`src/core/sac_pkg.sv`:
```
// sac_pkg: register map, field positions, reset values, states and
// carrier structs for the converter control block.
// assumes an 8-bit register port and a 125 MHz core clock.
package sac_pkg;
  // register byte addresses
  localparam logic [7:0] ADDR_LIMIT   = 8'h68; // conversion_compare_limit
  localparam logic [7:0] ADDR_CMPOPT  = 8'h69; // compare_options
  localparam logic [7:0] ADDR_BURST   = 8'h88; // burst_config
  localparam logic [7:0] ADDR_CLKPWR  = 8'h89; // converter_clock_power_config
  localparam logic [7:0] ADDR_TIMING  = 8'h8A; // sampling_timing_config
  localparam logic [7:0] ADDR_SEL_LO  = 8'h8B; // input_select_low
  localparam logic [7:0] ADDR_SEL_HI  = 8'h8C; // input_select_high
  localparam logic [7:0] ADDR_RES_LO  = 8'h8E; // raw_result_low
  localparam logic [7:0] ADDR_RES_HI  = 8'h8F; // raw_result_high
  localparam logic [7:0] ADDR_CTRL    = 8'h90; // manual_control
  // reset values
  localparam logic [7:0] RST_LIMIT    = 8'hFF;
  localparam logic [7:0] RST_ZERO     = 8'h00;
  // field positions
  localparam int CMP_TIA_ONLY = 0;
  localparam int CMP_DIFF     = 1;
  localparam int BST_MULTI    = 0;
  localparam int BST_N_LO     = 1;
  localparam int CKP_EN       = 0;
  localparam int CKP_ULP      = 1;
  localparam int CKP_CAL      = 2;
  localparam int CKP_DIV_LO   = 3;
  localparam int TIM_SET_LO   = 0;
  localparam int TIM_DISCH    = 3;
  localparam int TIM_SELFPD   = 4;
  localparam int CTL_MANUAL   = 0;
  localparam int CTL_START    = 1;
  localparam int CTL_CAL_OK   = 2;
  // comparison window, channel count and tia channel
  localparam int CMP_LSB      = 6;
  localparam int NUM_CHAN     = 12;
  localparam logic [3:0] CHAN_TIA = 4'h0;
  // sampling phase states
  typedef enum logic [3:0] {
    SAC_IDLE  = 4'b0001,
    SAC_DISCH = 4'b0010,
    SAC_TRACK = 4'b0100,
    SAC_CONV  = 4'b1000
  } sac_state_e;
  // outputs toward the multiplexer and converter core
  typedef struct packed {
    logic        start;
    logic        cal;
    logic        reset;
    logic        powerdown;
    logic        discharge;
    logic        track;
    logic        clk;
    logic [11:0] sel;
  } sac_conv_out_s;
  // answers from the converter core
  typedef struct packed {
    logic        done;
    logic [13:0] result;
  } sac_conv_in_s;
  // sequencer status and trigger
  typedef struct packed {
    logic       enable;
    logic       trigger;
    logic       tia_pair;
    logic       tia_sequence;
    logic [3:0] sub_count;
  } sac_seq_in_s;
endpackage

```
`src/core/sac_control.sv`:
```
// sac_control: converter control for the 14-bit successive-approximation
// converter: channel rotation, clock divider, sampling phases, bursts,
// calibration, power options, fifo push and threshold event.
// assumes synchronous inputs and a register master that never waits.
//
// Implementation choice: the address-and-strobe port.
`timescale 1ns/1ns
module sac_control
  import sac_pkg::*;
(
  input  wire logic          i_core_clk,   // 125 MHz core clock
  input  wire logic          i_reset,      // asynchronous, active high
  input  wire logic [7:0]    i_reg_addr,   // register address
  input  wire logic [7:0]    i_reg_wdata,  // register write data
  input  wire logic          i_reg_wr,     // write strobe
  input  wire logic          i_reg_rd,     // read strobe
  output logic      [7:0]    o_reg_rdata,  // read data, one cycle later
  input  wire sac_seq_in_s   i_seq,        // sequencer status
  input  wire sac_conv_in_s  i_conv,       // converter answers
  output sac_conv_out_s      o_conv,       // converter controls
  output logic               o_fifo_valid, // fifo push strobe
  output logic      [15:0]   o_fifo_data,  // fifo entry
  output logic               o_thresh_evt, // threshold event pulse
  output logic               o_led_off,    // suppress led pulses
  output logic               o_tia_off     // power off tia
);

  // complete state of the block
  typedef struct packed {
    logic [7:0]  limit;      // compare limit
    logic [7:0]  cmpopt;     // compare options
    logic [7:0]  burst;      // burst config
    logic [7:0]  clkpwr;     // clock and power config
    logic [7:0]  timing;     // sampling timing config
    logic [7:0]  sel_lo;     // low channel mask
    logic [7:0]  sel_hi;     // high channel mask
    logic        manual;     // manual mode
    logic        busy;       // conversion or burst running
    logic        cal_run;    // current run is a calibration
    logic        cal_ok;     // calibration data valid
    sac_state_e  st;         // sampling phase
    logic [4:0]  div_cnt;    // converter clock divider
    logic [8:0]  wait_cnt;   // phase length in converter clocks
    logic [5:0]  remain;     // samples left in burst
    logic        first_bst;  // next sequencer burst is the first
    logic        seq_en_q;   // sequencer enable, last cycle
    logic [3:0]  chan;       // selected input
    logic        toggle;     // per-entry toggle bit, flips on every push
    logic        have_first; // first tia result held
    logic [13:0] first_res;  // held first tia result
    logic [13:0] result;     // live converter result
    logic        fifo_v;     // fifo push
    logic [15:0] fifo_d;     // fifo data
    logic        evt;        // threshold pulse
    logic [7:0]  rdata;      // read data
  } sac_regs_s;

  sac_regs_s r_r;   // registered state
  sac_regs_s r_nxt; // next state

  // burst size from the three-bit count field
  function automatic logic [5:0] burst_size(input logic [2:0] n);
    unique case (n)
      3'h0:    burst_size = 6'd2;
      3'h1:    burst_size = 6'd4;
      3'h2:    burst_size = 6'd8;
      3'h3:    burst_size = 6'd16;
      3'h4:    burst_size = 6'd32;
      default: burst_size = 6'd48; // codes 5 and above clamp
    endcase
  endfunction

  // next enabled channel above cur, else lowest enabled
  function automatic logic [3:0] next_chan(input logic [11:0] m, input logic [3:0] cur);
    logic [3:0] lo;
    logic [3:0] hi;
    logic       fh;
    lo = cur;
    hi = cur;
    fh = 1'b0;
    for (int i = NUM_CHAN - 1; i >= 0; i--) begin
      if (m[i]) begin
        lo = 4'(i);
        if (4'(i) > cur) begin
          hi = 4'(i);
          fh = 1'b1;
        end
      end
    end
    next_chan = fh ? hi : lo;
  endfunction

  // lowest enabled channel
  function automatic logic [3:0] low_chan(input logic [11:0] m);
    low_chan = 4'h0;
    for (int i = NUM_CHAN - 1; i >= 0; i--) begin
      if (m[i]) begin
        low_chan = 4'(i);
      end
    end
  endfunction

  logic [11:0] mask;      // combined channel mask
  logic [4:0]  div_last;  // last divider count
  logic        cclk_tick; // one converter clock period passed
  logic [8:0]  settle;    // extra tracking cycles
  logic        man_start; // manual start write
  logic        seq_start; // sequencer trigger taken
  logic        seq_rise;  // sequencer just enabled
  logic [13:0] diff;      // first minus second tia result
  logic        diff_mode; // differential comparison active

  assign mask      = {r_r.sel_hi[3:0], r_r.sel_lo};
  assign div_last  = 5'({r_r.clkpwr[CKP_DIV_LO +: 3], 1'b1});
  assign cclk_tick = (r_r.div_cnt == div_last);
  assign settle    = (r_r.timing[TIM_SET_LO +: 3] == 3'h0) ? 9'd0 :
                     9'(9'd2 << r_r.timing[TIM_SET_LO +: 3]);
  assign man_start = i_reg_wr && (i_reg_addr == ADDR_CTRL) && r_r.manual &&
                     i_reg_wdata[CTL_START] && !r_r.busy && r_r.clkpwr[CKP_EN];
  assign seq_start = i_seq.trigger && !r_r.manual && !r_r.busy && r_r.clkpwr[CKP_EN];
  assign seq_rise  = i_seq.enable && !r_r.seq_en_q;
  assign diff_mode = r_r.cmpopt[CMP_TIA_ONLY] && r_r.cmpopt[CMP_DIFF] && i_seq.tia_pair;
  assign diff      = (r_r.first_res > i_conv.result) ?
                     14'(r_r.first_res - i_conv.result) : 14'h0000;

  // next-state logic
  always_comb begin
    r_nxt        = r_r;
    r_nxt.fifo_v = 1'b0;
    r_nxt.evt    = 1'b0;
    r_nxt.seq_en_q = i_seq.enable;
    // register writes
    if (i_reg_wr) begin
      unique case (i_reg_addr)
        ADDR_LIMIT:  r_nxt.limit  = i_reg_wdata;
        ADDR_CMPOPT: r_nxt.cmpopt = i_reg_wdata;
        ADDR_BURST:  r_nxt.burst  = i_reg_wdata;
        ADDR_CLKPWR: r_nxt.clkpwr = i_reg_wdata;
        ADDR_TIMING: r_nxt.timing = i_reg_wdata;
        ADDR_SEL_LO: begin
          r_nxt.sel_lo = i_reg_wdata;
          if (r_r.manual) begin
            r_nxt.chan = low_chan({r_r.sel_hi[3:0], i_reg_wdata});
          end
        end
        ADDR_SEL_HI: begin
          r_nxt.sel_hi = i_reg_wdata;
          if (r_r.manual) begin
            r_nxt.chan = low_chan({i_reg_wdata[3:0], r_r.sel_lo});
          end
        end
        ADDR_CTRL:   r_nxt.manual = i_reg_wdata[CTL_MANUAL];
        default:     ; // read-only or unmapped: ignored
      endcase
    end
    // sequencer enable edge: full first burst, restart selection
    if (seq_rise) begin
      r_nxt.first_bst = 1'b1;
      r_nxt.chan      = low_chan(mask);
    end
    // divider free-runs, restarted at a new conversion
    r_nxt.div_cnt = cclk_tick ? 5'd0 : 5'(r_r.div_cnt + 5'd1);
    // starting a conversion or burst
    if (man_start || seq_start) begin
      r_nxt.busy       = 1'b1;
      r_nxt.div_cnt    = 5'd0;
      r_nxt.cal_run    = man_start && r_r.clkpwr[CKP_CAL];
      r_nxt.have_first = seq_start ? 1'b0 : r_r.have_first;
      if (!r_r.burst[BST_MULTI]) begin
        r_nxt.remain = 6'd1;
      // a trigger in the very cycle of the enable edge still gets the full burst
      end else if (seq_start && !r_r.first_bst && !seq_rise) begin
        r_nxt.remain = 6'(burst_size(r_r.burst[BST_N_LO +: 3]) - 6'd1);
      end else begin
        r_nxt.remain = burst_size(r_r.burst[BST_N_LO +: 3]);
      end
      if (seq_start) begin
        r_nxt.first_bst = 1'b0;
      end
      r_nxt.st       = r_r.timing[TIM_DISCH] ? SAC_DISCH : SAC_TRACK;
      r_nxt.wait_cnt = r_r.timing[TIM_DISCH] ? 9'd0 : settle;
    end
    // sampling phases
    unique case (r_r.st)
      SAC_IDLE: ;
      SAC_DISCH: begin
        // one converter clock of discharge, then tracking
        if (cclk_tick) begin
          r_nxt.st       = SAC_TRACK;
          r_nxt.wait_cnt = settle;
        end
      end
      SAC_TRACK: begin
        // one base tracking clock plus the settling extension
        if (cclk_tick) begin
          if (r_r.wait_cnt == 9'd0) begin
            r_nxt.st = SAC_CONV;
          end else begin
            r_nxt.wait_cnt = 9'(r_r.wait_cnt - 9'd1);
          end
        end
      end
      SAC_CONV: begin
        // wait for the core to finish
        if (i_conv.done) begin
          r_nxt.result = i_conv.result;
          if (r_r.cal_run) begin
            r_nxt.cal_ok  = 1'b1;
            r_nxt.remain  = 6'd0; // no burst count left behind
            r_nxt.cal_run = 1'b0;
            r_nxt.busy    = 1'b0;
            r_nxt.st      = SAC_IDLE;
          end else begin
            r_nxt.fifo_v = 1'b1;
            r_nxt.fifo_d = {i_conv.result, 1'b0, ~r_r.toggle};
            r_nxt.toggle = ~r_r.toggle;
            r_nxt.chan   = next_chan(mask, r_r.chan);
            // threshold check
            if (diff_mode) begin
              if (r_r.chan == CHAN_TIA) begin
                if (!r_r.have_first) begin
                  r_nxt.have_first = 1'b1;
                  r_nxt.first_res  = i_conv.result;
                end else begin
                  r_nxt.have_first = 1'b0;
                  r_nxt.evt = diff[13:CMP_LSB] > r_r.limit;
                end
              end
            end else if (!r_r.cmpopt[CMP_TIA_ONLY] || r_r.chan == CHAN_TIA) begin
              r_nxt.evt = i_conv.result[13:CMP_LSB] > r_r.limit;
            end
            if (r_r.remain <= 6'd1) begin
              r_nxt.busy   = 1'b0;
              r_nxt.remain = 6'd0;
              r_nxt.st     = SAC_IDLE;
            end else begin
              r_nxt.remain   = 6'(r_r.remain - 6'd1);
              r_nxt.div_cnt  = 5'd0;
              r_nxt.st       = r_r.timing[TIM_DISCH] ? SAC_DISCH : SAC_TRACK;
              r_nxt.wait_cnt = r_r.timing[TIM_DISCH] ? 9'd0 : settle;
            end
          end
        end
      end
      default: r_nxt.st = SAC_IDLE; // illegal code recovers
    endcase
    // converter disabled: abort and drop calibration
    if (!r_r.clkpwr[CKP_EN]) begin
      r_nxt.cal_ok  = 1'b0;
      r_nxt.cal_run = 1'b0;
      r_nxt.busy    = 1'b0;
      r_nxt.st      = SAC_IDLE;
      r_nxt.remain  = 6'd0;
    end
    // read data, valid the cycle after the strobe
    r_nxt.rdata = 8'h00;
    if (i_reg_rd) begin
      unique case (i_reg_addr)
        ADDR_LIMIT:  r_nxt.rdata = r_r.limit;
        ADDR_CMPOPT: r_nxt.rdata = r_r.cmpopt;
        ADDR_BURST:  r_nxt.rdata = r_r.burst;
        ADDR_CLKPWR: r_nxt.rdata = r_r.clkpwr;
        ADDR_TIMING: r_nxt.rdata = r_r.timing;
        ADDR_SEL_LO: r_nxt.rdata = r_r.sel_lo;
        ADDR_SEL_HI: r_nxt.rdata = r_r.sel_hi;
        ADDR_RES_LO: r_nxt.rdata = r_r.result[7:0];
        ADDR_RES_HI: r_nxt.rdata = {2'b00, r_r.result[13:8]};
        ADDR_CTRL:   r_nxt.rdata = {5'h00, r_r.cal_ok,
                                    r_r.busy && r_r.manual, r_r.manual};
        default:     r_nxt.rdata = 8'h00; // unmapped reads zero
      endcase
    end
  end

  // state register
  always_ff @(posedge i_core_clk or posedge i_reset) begin
    if (i_reset) begin
      r_r        <= '0;
      r_r.limit  <= RST_LIMIT;
      r_r.cmpopt <= RST_ZERO;
      r_r.st     <= SAC_IDLE;
    end else begin
      r_r <= r_nxt;
    end
  end

  // converter and front-end controls
  always_comb begin
    o_conv           = '0;
    // start, discharge and tracking are masked while the converter is held in reset
    o_conv.start     = (r_r.st == SAC_TRACK) && cclk_tick && (r_r.wait_cnt == 9'd0) &&
                       r_r.clkpwr[CKP_EN];
    o_conv.cal       = r_r.cal_run;
    o_conv.reset     = !r_r.clkpwr[CKP_EN];
    o_conv.powerdown = r_r.timing[TIM_SELFPD] && (r_r.st == SAC_IDLE);
    o_conv.discharge = (r_r.st == SAC_DISCH) && r_r.clkpwr[CKP_EN];
    o_conv.track     = (r_r.st == SAC_TRACK) && r_r.clkpwr[CKP_EN];
    o_conv.clk       = (r_r.div_cnt <= 5'({1'b0, r_r.clkpwr[CKP_DIV_LO +: 3]}));
    o_conv.sel       = 12'(12'h001 << r_r.chan);
  end

  // ultra-low-power gating outside the tia sequence
  assign o_led_off = r_r.clkpwr[CKP_ULP] && (i_seq.sub_count != 4'h0) &&
                     !i_seq.tia_sequence;
  assign o_tia_off = o_led_off;

  assign o_reg_rdata  = r_r.rdata;
  assign o_fifo_valid = r_r.fifo_v;
  assign o_fifo_data  = r_r.fifo_d;
  assign o_thresh_evt = r_r.evt;

endmodule // sac_control

```
`config.mk`:
```
export PLATFORM = sky130hd
export DESIGN_NAME = sac_control
export DESIGN_NICKNAME = d
export VERILOG_FILES = /design/src/core/sac_pkg.sv /design/src/core/sac_control.sv
export SDC_FILE = /design/constraint.sdc
export NUM_CORES = 1
export LEC_CHECK = 0
export BUFFER_PORTS_ARGS = -buffer_cell sky130_fd_sc_hd__buf_2
export CAP_MARGIN = 20
export CORE_UTILIZATION = 45
export CTS_CLUSTER_DIAMETER = 40
export DETAILED_ROUTE_END_ITERATION = 10
export SETUP_SLACK_MARGIN = 0.3
export SYNTH_ARGS = -nofsm -noshare
export SYNTH_HDL_FRONTEND = slang
export SYNTH_SLANG_ARGS = --single-unit
export TNS_END_PERCENT = 10
```
`constraint.sdc`:
```
create_clock -name i_core_clk -period 8.7 [get_ports i_core_clk]
set_clock_uncertainty 0.05 [all_clocks]
set_input_delay 1.305 -clock i_core_clk [delete_from_list [all_inputs] [get_ports i_core_clk]]
set_output_delay 1.305 -clock i_core_clk [all_outputs]
set_load 0.02 [all_outputs]
```
==> results of run 1 <==
layout make-up:
cell class	count	area, sq um
tap	265	332
inverter	49	189
fill	1878	9590
clock inverter	14	131
sequential	144	3610
timing repair buffer	92	468
multi-input combinational	721	4840
clock buffer	18	429
cells in the mapped netlist, drive strengths merged, types with 9 or more instances:
master	number	area, sq um
dfrtp	135	3380
nand2	113	424
mux2	74	860
o21ai	73	365
nor2	72	270
a21oi	57	285
inv	48	180
buf	45	304
ha	38	475
nor3	36	195
clkbuf	25	93.8
nand3	19	95.1
nand2b	16	103
nand4	13	81.3
nor2b	12	75.1
xnor2	11	96.3
a21boi	10	75.1
a22oi	10	75.1
nor3b	10	75.1
nor4	10	77.6
a32oi	9	78.8
dfstp	9	236
mux2i	9	90.1
final timing paths:
kind                                start             end  slack (ps)  cells after the start
setup / recovery                i_conv[6]    o_thresh_evt        4430                     18
max in group asynchronous         i_reset        r_r[111]        6360                      3
hold reg to reg            o_fifo_data[0]  o_fifo_data[0]         420                      1
min in group asynchronous         i_reset  o_fifo_data[0]         960                      2
setup reg to reg                  r_r[46]    o_thresh_evt        5100                     16
hold / removal             o_fifo_data[0]  o_fifo_data[0]         420                      1
layer usage:
metal  global-route usage, %  share of wire (%)  vias to the layer above
met2                    39.2                 45                      272
met5                       0                  0                        -
met4                    9.24                2.3                        0
met3                    4.30                6.0                       39
met1                    37.8                 47                     3681
li1                        -                  -                     3611
cells by family (layout without fill, tap and decap cells):
family,count (synthesis),count (layout),share of synthesized area (%)
and+or+nand+nor,333,333,18.2
AOI/OAI and AO/OA,247,247,17.6
DFF,144,144,40.0
buffers and inverters,119,173,6.44
muxes,83,83,10.5
adders and majority gates,38,38,5.26
xor gates and xnor gates,19,19,1.84
other,1,1,0.0415
through the flow:
step	instances	total power (W)	cell area (sq um)
after floorplan	984	0.000980	9030
after global placement	1270	0.00106	9430
after detailed placement	1270	0.00107	9430
after CTS	1302	0.00177	9990
after global routing	1303	0.00184	10000
final	1303	0.00176	10000
sequential cells by signal (all words and copies together), names as in the netlist:
name	flops
o_fifo_data	15
r_r	103
o_conv	1
div_last	3
o_thresh_evt	1
mask	12
o_reg_rdata	8
o_fifo_valid	1
power groups by stage:
stage,Sequential [W],Combinational [W],Clock (W)
detailed placement,0.000775,0.000293,0
global route,0.000770,0.000327,0.000744
global placement,0.000775,0.000289,0
CTS,0.000763,0.000294,0.000714
finish,0.000764,0.000294,0.000703
floorplan,0.000742,0.000238,0
==> results.json, run 1 <==
{
  "antenna_found_initial": 0,
  "cp-end-kind": "register",
  "period_needed_ps": 4270,
  "post-cts-setup-buffers": 0,
  "routed_wl_mm": 25.6,
  "maxCapViolCount": 0,
  "synthCells": 984,
  "cp.arrival_ps": 4530,
  "numPortBuffers": 88,
  "viasPerCell": 5.83,
  "die_y_um": 144,
  "crit_family": "compound AO/OA/AOI/OAI gates",
  "layout_common_cells": "135 x dfrtp_1, 113 x nand2_1, 89 x buf_2",
  "finalCritPeriodShare_pct": 49.1,
  "setup_viol": 0,
  "tightest_slew_ps": 1040,
  "synth-main-ff-cell": "dfrtp_1",
  "hold_ws_ps": 420,
  "placementRows": 51,
  "dr.pass1.iters": 7,
  "clk_latency_ps": 430,
  "synth_area_per_cell_sq_um": 9.18,
  "n_antenna_cell": 0,
  "hold_path_class": "reg -> reg",
  "ys_seq_elements": 144,
  "post-place-ws_ps": 4040,
  "power.net_switching_w": 0.000539,
  "clockBufferDepth": 2,
  "path_common_cell": "a21oi_1",
  "finalHoldViolations": 0,
  "start_kind": "input pin",
  "fin_nets": 1106,
  "p_int_w": 0.00122,
  "syn-cell-area_sq_um": 9030,
  "max_freq_mhz": 234,
  "rsz0062_at_grt": "false",
  "gr-usage-all-layers_pct": 26.1,
  "clock_sink_count": 144,
  "slowest_delay_ps": 390,
  "p_comb_share_pct": 16.7,
  "synth_nets": 1065,
  "seq_power_share_pct": 43.4,
  "start_util_pct": 46.1,
  "cp_num_buf_inv": 2,
  "dp_hpwl_mm": 18.7,
  "wire_per_inst_um": 19.6,
  "cts_resized": 0,
  "yosysUniqueCellTypes": 71,
  "final_common_cell": "dfrtp_1",
  "post-route-util_pct": 51.0,
  "drt_iter0_drc": 566,
  "worstPathCellList": "buf_2 -> inv_1 -> ha_1 -> a21oi_1 -> o21bai_1 -> a21oi_1 -> nor3b_1 -> nand2_1 -> a21oi_1 -> nor3_1 -> ha_1 -> nand2_1 -> o21ai_0 -> a21o_1 -> a21oi_1 -> o21ai_0 -> nand4bb_1 -> a221oi_1",
  "numCtsBuffers": 17,
  "powerDensity_nw_per_um2": 176,
  "grt_max_degree": 85,
  "die_area_sq_um": 20600,
  "area_growth_pct": 10.7,
  "fin_ws_ps": 4430,
  "cpMaxStageDelayCell": "a21oi_1",
  "drive_gt1_share_pct": 21.6,
  "p_sw_share_pct": 30.6,
  "grt_overflow": 0,
  "cts_htree_levels": 4,
  "power_leakage_nw": 4.62,
  "drv_slew": 0,
  "grt_pass1_wl_mm": 40.4,
  "ant_nets": 0,
  "grt_pass1_vias": 6944,
  "hold_buffers": 0,
  "async_reset_ff_share_pct": 100,
  "clk_pin_slew_ps": 60,
  "synth_warnings": 0,
  "io_pins": 90,
  "worstPathRequired_ps": 8950,
  "slew_headroom_pct": 30.3,
  "cts_tree": "built",
  "routed-via-count": 7603,
  "crit_type": "in -> reg",
  "yosysSeqAreaShare_pct": 40.0,
  "cts-root-buf": "clkbuf_16",
  "synth-edff-count": 0,
  "finalSetupTns_ps": 0,
  "ir_drop_mv": 0.140,
  "critPathMaxFanout": 6,
  "core_sq_um": 19600,
  "gp_congestion": 0.922,
  "status": "finished clean",
  "fp.dieW_um": 144,
  "clkPwrFrac_pct": 39.9,
  "post-route-drc-count": 0
}
(Power assumes the default switching activity.)
==> run 2: changes to the inputs <==
==> constraint.sdc (replaced) <==
create_clock -name i_core_clk -period 4.2 [get_ports i_core_clk]
set_clock_uncertainty 0.05 [all_clocks]
set_input_delay 0.63 -clock i_core_clk [delete_from_list [all_inputs] [get_ports i_core_clk]]
set_output_delay 0.63 -clock i_core_clk [all_outputs]
set_load 0.02 [all_outputs]
==> run 2 against run 1 <==
  * Cell area grew 1.6%
  * Critical path type is now reg -> reg
  * Sequential cell count stayed put
  * Global-route usage decreased by 0.49 points
  * Critical path depth fell by 2
  * Die area unchanged
  * Combinational power up 110%
  * First-iteration DRC count up 8.7%
  * Cell count increased by 0.92%
  * Setup slack worse by 3600 ps
==> results.json, run 2 (synthesized netlist as in run 1, its figures left out) <==
{
  "ant_nets": 0,
  "r2r-end": "o_thresh_evt",
  "placementRows": 51,
  "crit_type": "reg -> reg",
  "antenna_found_initial": 0,
  "fin_nets": 1118,
  "gp_congestion": 0.884,
  "rr_startpoint": "r_r[46]",
  "slowest_delay_ps": 400,
  "die_area_sq_um": 20600,
  "clock_sink_count": 144,
  "path_common_cell": "a21oi_1",
  "grt_overflow": 0,
  "rr_worst_depth": 16,
  "maxCapViolCount": 0,
  "dp.cells": 1283,
  "n_antenna_cell": 0,
  "min_to": "r_r[60]",
  "worstPathRequired_ps": 4480,
  "cpMaxStageDelayCell": "dfrtp_1",
  "start_util_pct": 46.1,
  "finalHoldViolations": 0,
  "slew_headroom_pct": 34.7,
  "wire_per_inst_um": 19.2,
  "period_needed_ps": 3400,
  "final_cell_count_no_fill": 1315,
  "post-route-drc-count": 0,
  "hold_buffers": 0,
  "dr.pass1.iters": 5,
  "routed-via-count": 7557,
  "clk_pin_slew_ps": 60,
  "largest_reg_flops": 103,
  "grt_max_degree": 145,
  "powerDensity_nw_per_um2": 372,
  "gr-usage-all-layers_pct": 25.6,
  "post-route-util_pct": 51.8,
  "core_sq_um": 19600,
  "regMostFlops": "r_r",
  "max_freq_mhz": 294,
  "grt_pass1_wl_mm": 39.7,
  "layout_common_cells": "135 x dfrtp_1, 113 x nand2_1, 88 x buf_2",
  "ir_drop_mv": 0.273,
  "reg2reg_slack_ps": 800,
  "cts_resized": 0,
  "min_from": "i_seq[7]",
  "drt_iter0_drc": 615,
  "routed_wl_mm": 25.2,
  "whs_path_depth": 1,
  "cts_htree_levels": 4,
  "rsz0062_at_grt": "false",
  "finalSetupTns_ps": 0,
  "finalCritPeriodShare_pct": 81.0,
  "dp_hpwl_mm": 18.6,
  "viasPerCell": 5.75,
  "cp-end-kind": "register",
  "post-cts-setup-buffers": 0,
  "cp.arrival_ps": 3680,
  "start_kind": "register",
  "cts_tree": "built",
  "setup_viol": 0,
  "die_y_um": 144,
  "fp.dieW_um": 144,
  "tightest_slew_ps": 978,
  "fillers": 1883,
  "numCtsBuffers": 17,
  "io_pins": 90,
  "grt_pass1_vias": 7054,
  "hold_path_class": "in -> reg",
  "finalPower_w": 0.00378,
  "critPathMaxFanout": 4,
  "clockBufferDepth": 2,
  "hold_ws_ps": 274,
  "numPortBuffers": 88,
  "final_common_cell": "dfrtp_1",
  "power_leakage_nw": 4.70,
  "cts-root-buf": "clkbuf_16",
  "area_growth_pct": 12.4,
  "worstPathCellList": "ha_1 -> a21oi_1 -> o21bai_1 -> a21oi_1 -> nor3b_1 -> nand2_1 -> a21oi_1 -> nor3_1 -> ha_1 -> nand2_1 -> o21ai_0 -> a21o_1 -> a21oi_1 -> o21ai_0 -> nand4bb_1 -> a221oi_1",
  "clk_latency_ps": 430,
  "drive_gt1_share_pct": 22.5,
  "drv_slew": 0,
  "status": "finished clean"
}
-- run 2: cell types whose count changed in the layout (fill, tap and decap cells not counted) --
cell | previous run | this run
bufinv_16 | 1 | 3
inv_8 | 0 | 1
buf_12 | 0 | 1
clkinvlp_4 | 1 | 3
clkinv_2 | 3 | 1
buf_4 | 3 | 15
buf_2 | 89 | 88
clkinv_4 | 5 | 4
inv_6 | 5 | 3
-- run 2: worst max-delay path, delay by kind of cell, from the launching register on --
family / cells / cell delay [ps]
flip-flops: 1 / 400
adder cells (fa/ha/maj): 2 / 630
AO/OA/AOI/OAI: 9 / 1590
AND/OR/NAND/NOR: 5 / 630
-- run 2: stage by stage --
step / area (sq um) / setup slack (ps)
detailed placement: 9540 / 396
global placement: 9540 / 450
global route: 10200 / 343
CTS: 10200 / 817
floorplan: 9040 / 717
finish: 10200 / 799
-- run 2: final cells by class --
cell class / instances / area (sq um) / area share, %
multi-input combinational: 721 / 4840 / 47.6
sequential: 144 / 3610 / 35.6
timing repair buffer: 104 / 573 / 5.64
clock buffer: 18 / 429 / 4.23
tap: 265 / 332 / 3.27
inverter: 49 / 188 / 1.85
clock inverter: 14 / 183 / 1.80
-- run 2: metal layers --
metal / track usage [%] / part of all wire (%) / vias up
li1: - / - / 3625
met1: 35.8 / 46 / 3628
met2: 38.9 / 45 / 270
met3: 6.13 / 6.6 / 34
met4: 8.34 / 2.1 / 0
met5: 0 / 0 / -
-- run 2: report_power, final --
group          total, W  internal (W)  switching, W  leakage, nW
logic          0.000625      0.000253      0.000372         2.47
registers       0.00157       0.00146      0.000115         1.93
clock network   0.00158      0.000946      0.000630        0.293
total           0.00378       0.00266       0.00112         4.70
-- run 2: how the worst max path moves through the flow --
stage          startpoint           end  slack [ps]  depth (start not counted)
5_1_grt         i_conv[6]  o_thresh_evt         340                         18
6_report          r_r[46]  o_thresh_evt         800                         16
4_1_cts           r_r[46]  o_thresh_evt         820                         16
2_1_floorplan   i_conv[6]  o_thresh_evt         720                         17
3_3_place_gp    i_conv[6]  o_thresh_evt         450                         18
3_5_place_dp    i_conv[6]  o_thresh_evt         400                         18
==> run 3: changes to the inputs <==
--- a/config.mk
+++ b/config.mk
@@ -10,6 +10,7 @@
 export CORE_UTILIZATION = 45
 export CTS_CLUSTER_DIAMETER = 40
 export DETAILED_ROUTE_END_ITERATION = 10
+export PLACE_DENSITY = 0.66
 export SETUP_SLACK_MARGIN = 0.3
 export SYNTH_ARGS = -nofsm -noshare
 export SYNTH_HDL_FRONTEND = slang
==> constraint.sdc (replaced) <==
create_clock -name i_core_clk -period 3.03 [get_ports i_core_clk]
set_clock_uncertainty 0.05 [all_clocks]
set_input_delay 0.4545 -clock i_core_clk [delete_from_list [all_inputs] [get_ports i_core_clk]]
set_output_delay 0.4545 -clock i_core_clk [all_outputs]
set_load 0.02 [all_outputs]
==> run 3 against run 2 <==
  * Core utilization increased by 2.7 points
  * Power increased by 39%
  * Critical endpoint unchanged
  * The run now ends with setup timing left
  * Non-clock buffer count increased by 63
  * Cell area increased by 5.3%
  * Sequential power increased by 38%
  * Critical path type unchanged
  * Sequential share of layout area decreased by 1.8 points
  * Sequential cell count unchanged
  * Critical path depth decreased by 2
==> results.json, run 3 (synthesized netlist as in run 1, its figures left out) <==
{
  "cts_tree": "built",
  "worstPathCellList": "ha_1 -> buf_4 -> nand4_1 -> nor4_1 -> buf_4 -> nor3_1 -> a21oi_4 -> buf_4 -> nor3_1 -> ha_1 -> nand3_1 -> nor3_1 -> nand4bb_1 -> a221oi_2",
  "dp.cells": 1341,
  "viasPerCell": 5.77,
  "tightest_slew_ps": 630,
  "die_area_sq_um": 20600,
  "post_dp_cell_area_sq_um": 10000,
  "start_kind": "register",
  "violations": "setup timing",
  "rsz0062_at_grt": "true",
  "critPathMaxFanout": 4,
  "seq_power_share_pct": 41.3,
  "ir_drop_mv": 0.375,
  "cp-end-kind": "register",
  "power.net_switching_w": 0.00153,
  "start_util_pct": 46.1,
  "cts-root-buf": "clkbuf_16",
  "drt_iter0_drc": 589,
  "power_leakage_nw": 5.02,
  "layout_common_cells": "135 x dfrtp_1, 113 x nand2_1, 88 x buf_2",
  "cts_htree_levels": 4,
  "finalCritPeriodShare_pct": 102,
  "p_int_w": 0.00372,
  "finalHoldViolations": 0,
  "slowest_delay_ps": 390,
  "fin_nets": 1181,
  "routed-via-count": 7943,
  "drv_slew": 0,
  "period_needed_ps": 3080,
  "grt_overflow": 0,
  "clock_sink_count": 144,
  "core_sq_um": 19600,
  "max_freq_mhz": 325,
  "worstPathRequired_ps": 3310,
  "wire_per_inst_um": 18.5,
  "stdcell_area_sq_um": 10700,
  "largest_reg_flops": 103,
  "area_growth_pct": 18.4,
  "clk_latency_ps": 420,
  "final_common_cell": "dfrtp_1",
  "clk_pin_slew_ps": 60,
  "finalPower_w": 0.00525,
  "grt_pass1_vias": 7504,
  "final_cell_count_no_fill": 1377,
  "n_antenna_cell": 0,
  "fin_ws_ps": -49.0,
  "post-route-drc-count": 0,
  "antenna_found_initial": 0,
  "status": "complete, but fails checks",
  "drive_gt1_share_pct": 27.7,
  "gr-usage-all-layers_pct": 26.2,
  "hold_path_class": "in -> async",
  "p_sw_share_pct": 29.2,
  "hold_ws_ps": 55.8,
  "rr_worst_depth": 14,
  "p_comb_share_pct": 18.0,
  "cpMaxStageDelayCell": "dfrtp_1",
  "die_y_um": 144,
  "fp.dieW_um": 144,
  "numCtsBuffers": 17,
  "powerDensity_nw_per_um2": 491,
  "crit_type": "reg -> reg",
  "maxCapViolCount": 0,
  "slew_headroom_pct": 57.9,
  "ant_nets": 0,
  "regMostFlops": "r_r",
  "grt_pass1_wl_mm": 40.9,
  "gp_congestion": 0.940,
  "dr.pass1.iters": 5,
  "cp.arrival_ps": 3350,
  "io_pins": 90,
  "placementRows": 51,
  "post-route-util_pct": 54.6,
  "clockBufferDepth": 2,
  "routed_wl_mm": 25.5,
  "grt_max_degree": 65,
  "dp_hpwl_mm": 19.0,
  "setup_viol": 1,
  "numPortBuffers": 88,
  "clkPwrFrac_pct": 40.7
}
[run 3: cell types whose count changed in the layout (fill, tap and decap cells not counted), sizes merged]
cell | previous run | this run
buf | 104 | 167
clkinv | 6 | 3
clkinvlp | 3 | 5
clkbuf | 18 | 19
inv | 51 | 50
[run 3: final timing paths]
kind                            slack (ps)            from              to
worst max-delay path                   -50         r_r[46]    o_thresh_evt
worst min-delay path                    60         i_reset  o_fifo_data[3]
worst max register to register         -50         r_r[46]    o_thresh_evt
worst min register to register         420  o_fifo_data[2]  o_fifo_data[2]
max in group asynchronous             2090         i_reset         r_r[82]
min in group i_core_clk                100        i_seq[7]         r_r[60]
[run 3: layout make-up]
class	count	area, sq um
flip-flops and latches	144	3610
repair buffers	167	1070
inverters	49	188
clock inverters	12	160
fillers	1802	8900
well taps	265	332
clock buffers	19	433
multi-input cells	721	4890
[run 3: per-stage QoR]
step           setup WS [ps]  setup TNS (ps)
6_report               -49.0           -49.0
5_1_grt                 -222            -222
3_5_place_dp            -437            -437
2_1_floorplan           -278            -278
3_3_place_gp            -339            -339
4_1_cts                 6.52               0
[run 3: critical path: cells and delay by family (launching register included)]
kind / cells / cell delay, ps
buffers and inverters: 3 / 460
flip-flops: 1 / 390
AO/OA/AOI/OAI: 2 / 350
adder cells (fa/ha/maj): 2 / 600
AND/OR/NAND/NOR: 7 / 1140
[run 3: layer usage]
layer	up-vias	global-route usage, %	share of wire, %
met5	-	0	0
met4	0	8.85	2.3
met3	44	5.40	6.9
met2	286	40.5	46
met1	3858	36.5	45
li1	3755	-	-
[run 3: timing repair]
item                       4_1_cts  5_1_grt
cloned                           0        0
pin swaps                       10       14
setup buffers                    3        2
resized for setup               11        4
setup endpoints to repair        1        1
hold buffers                     0        0
[run 3: power by group through the flow]
| stage | Clock (W) | Sequential, W | Combinational (W) |
|---|---|---|---|
| after floorplan | 0 | 0.00213 | 0.000684 |
| after global placement | 0 | 0.00220 | 0.000917 |
| after detailed placement | 0 | 0.00220 | 0.000931 |
| after CTS | 0.00217 | 0.00216 | 0.000939 |
| after global routing | 0.00225 | 0.00218 | 0.00106 |
| final | 0.00214 | 0.00217 | 0.000947 |
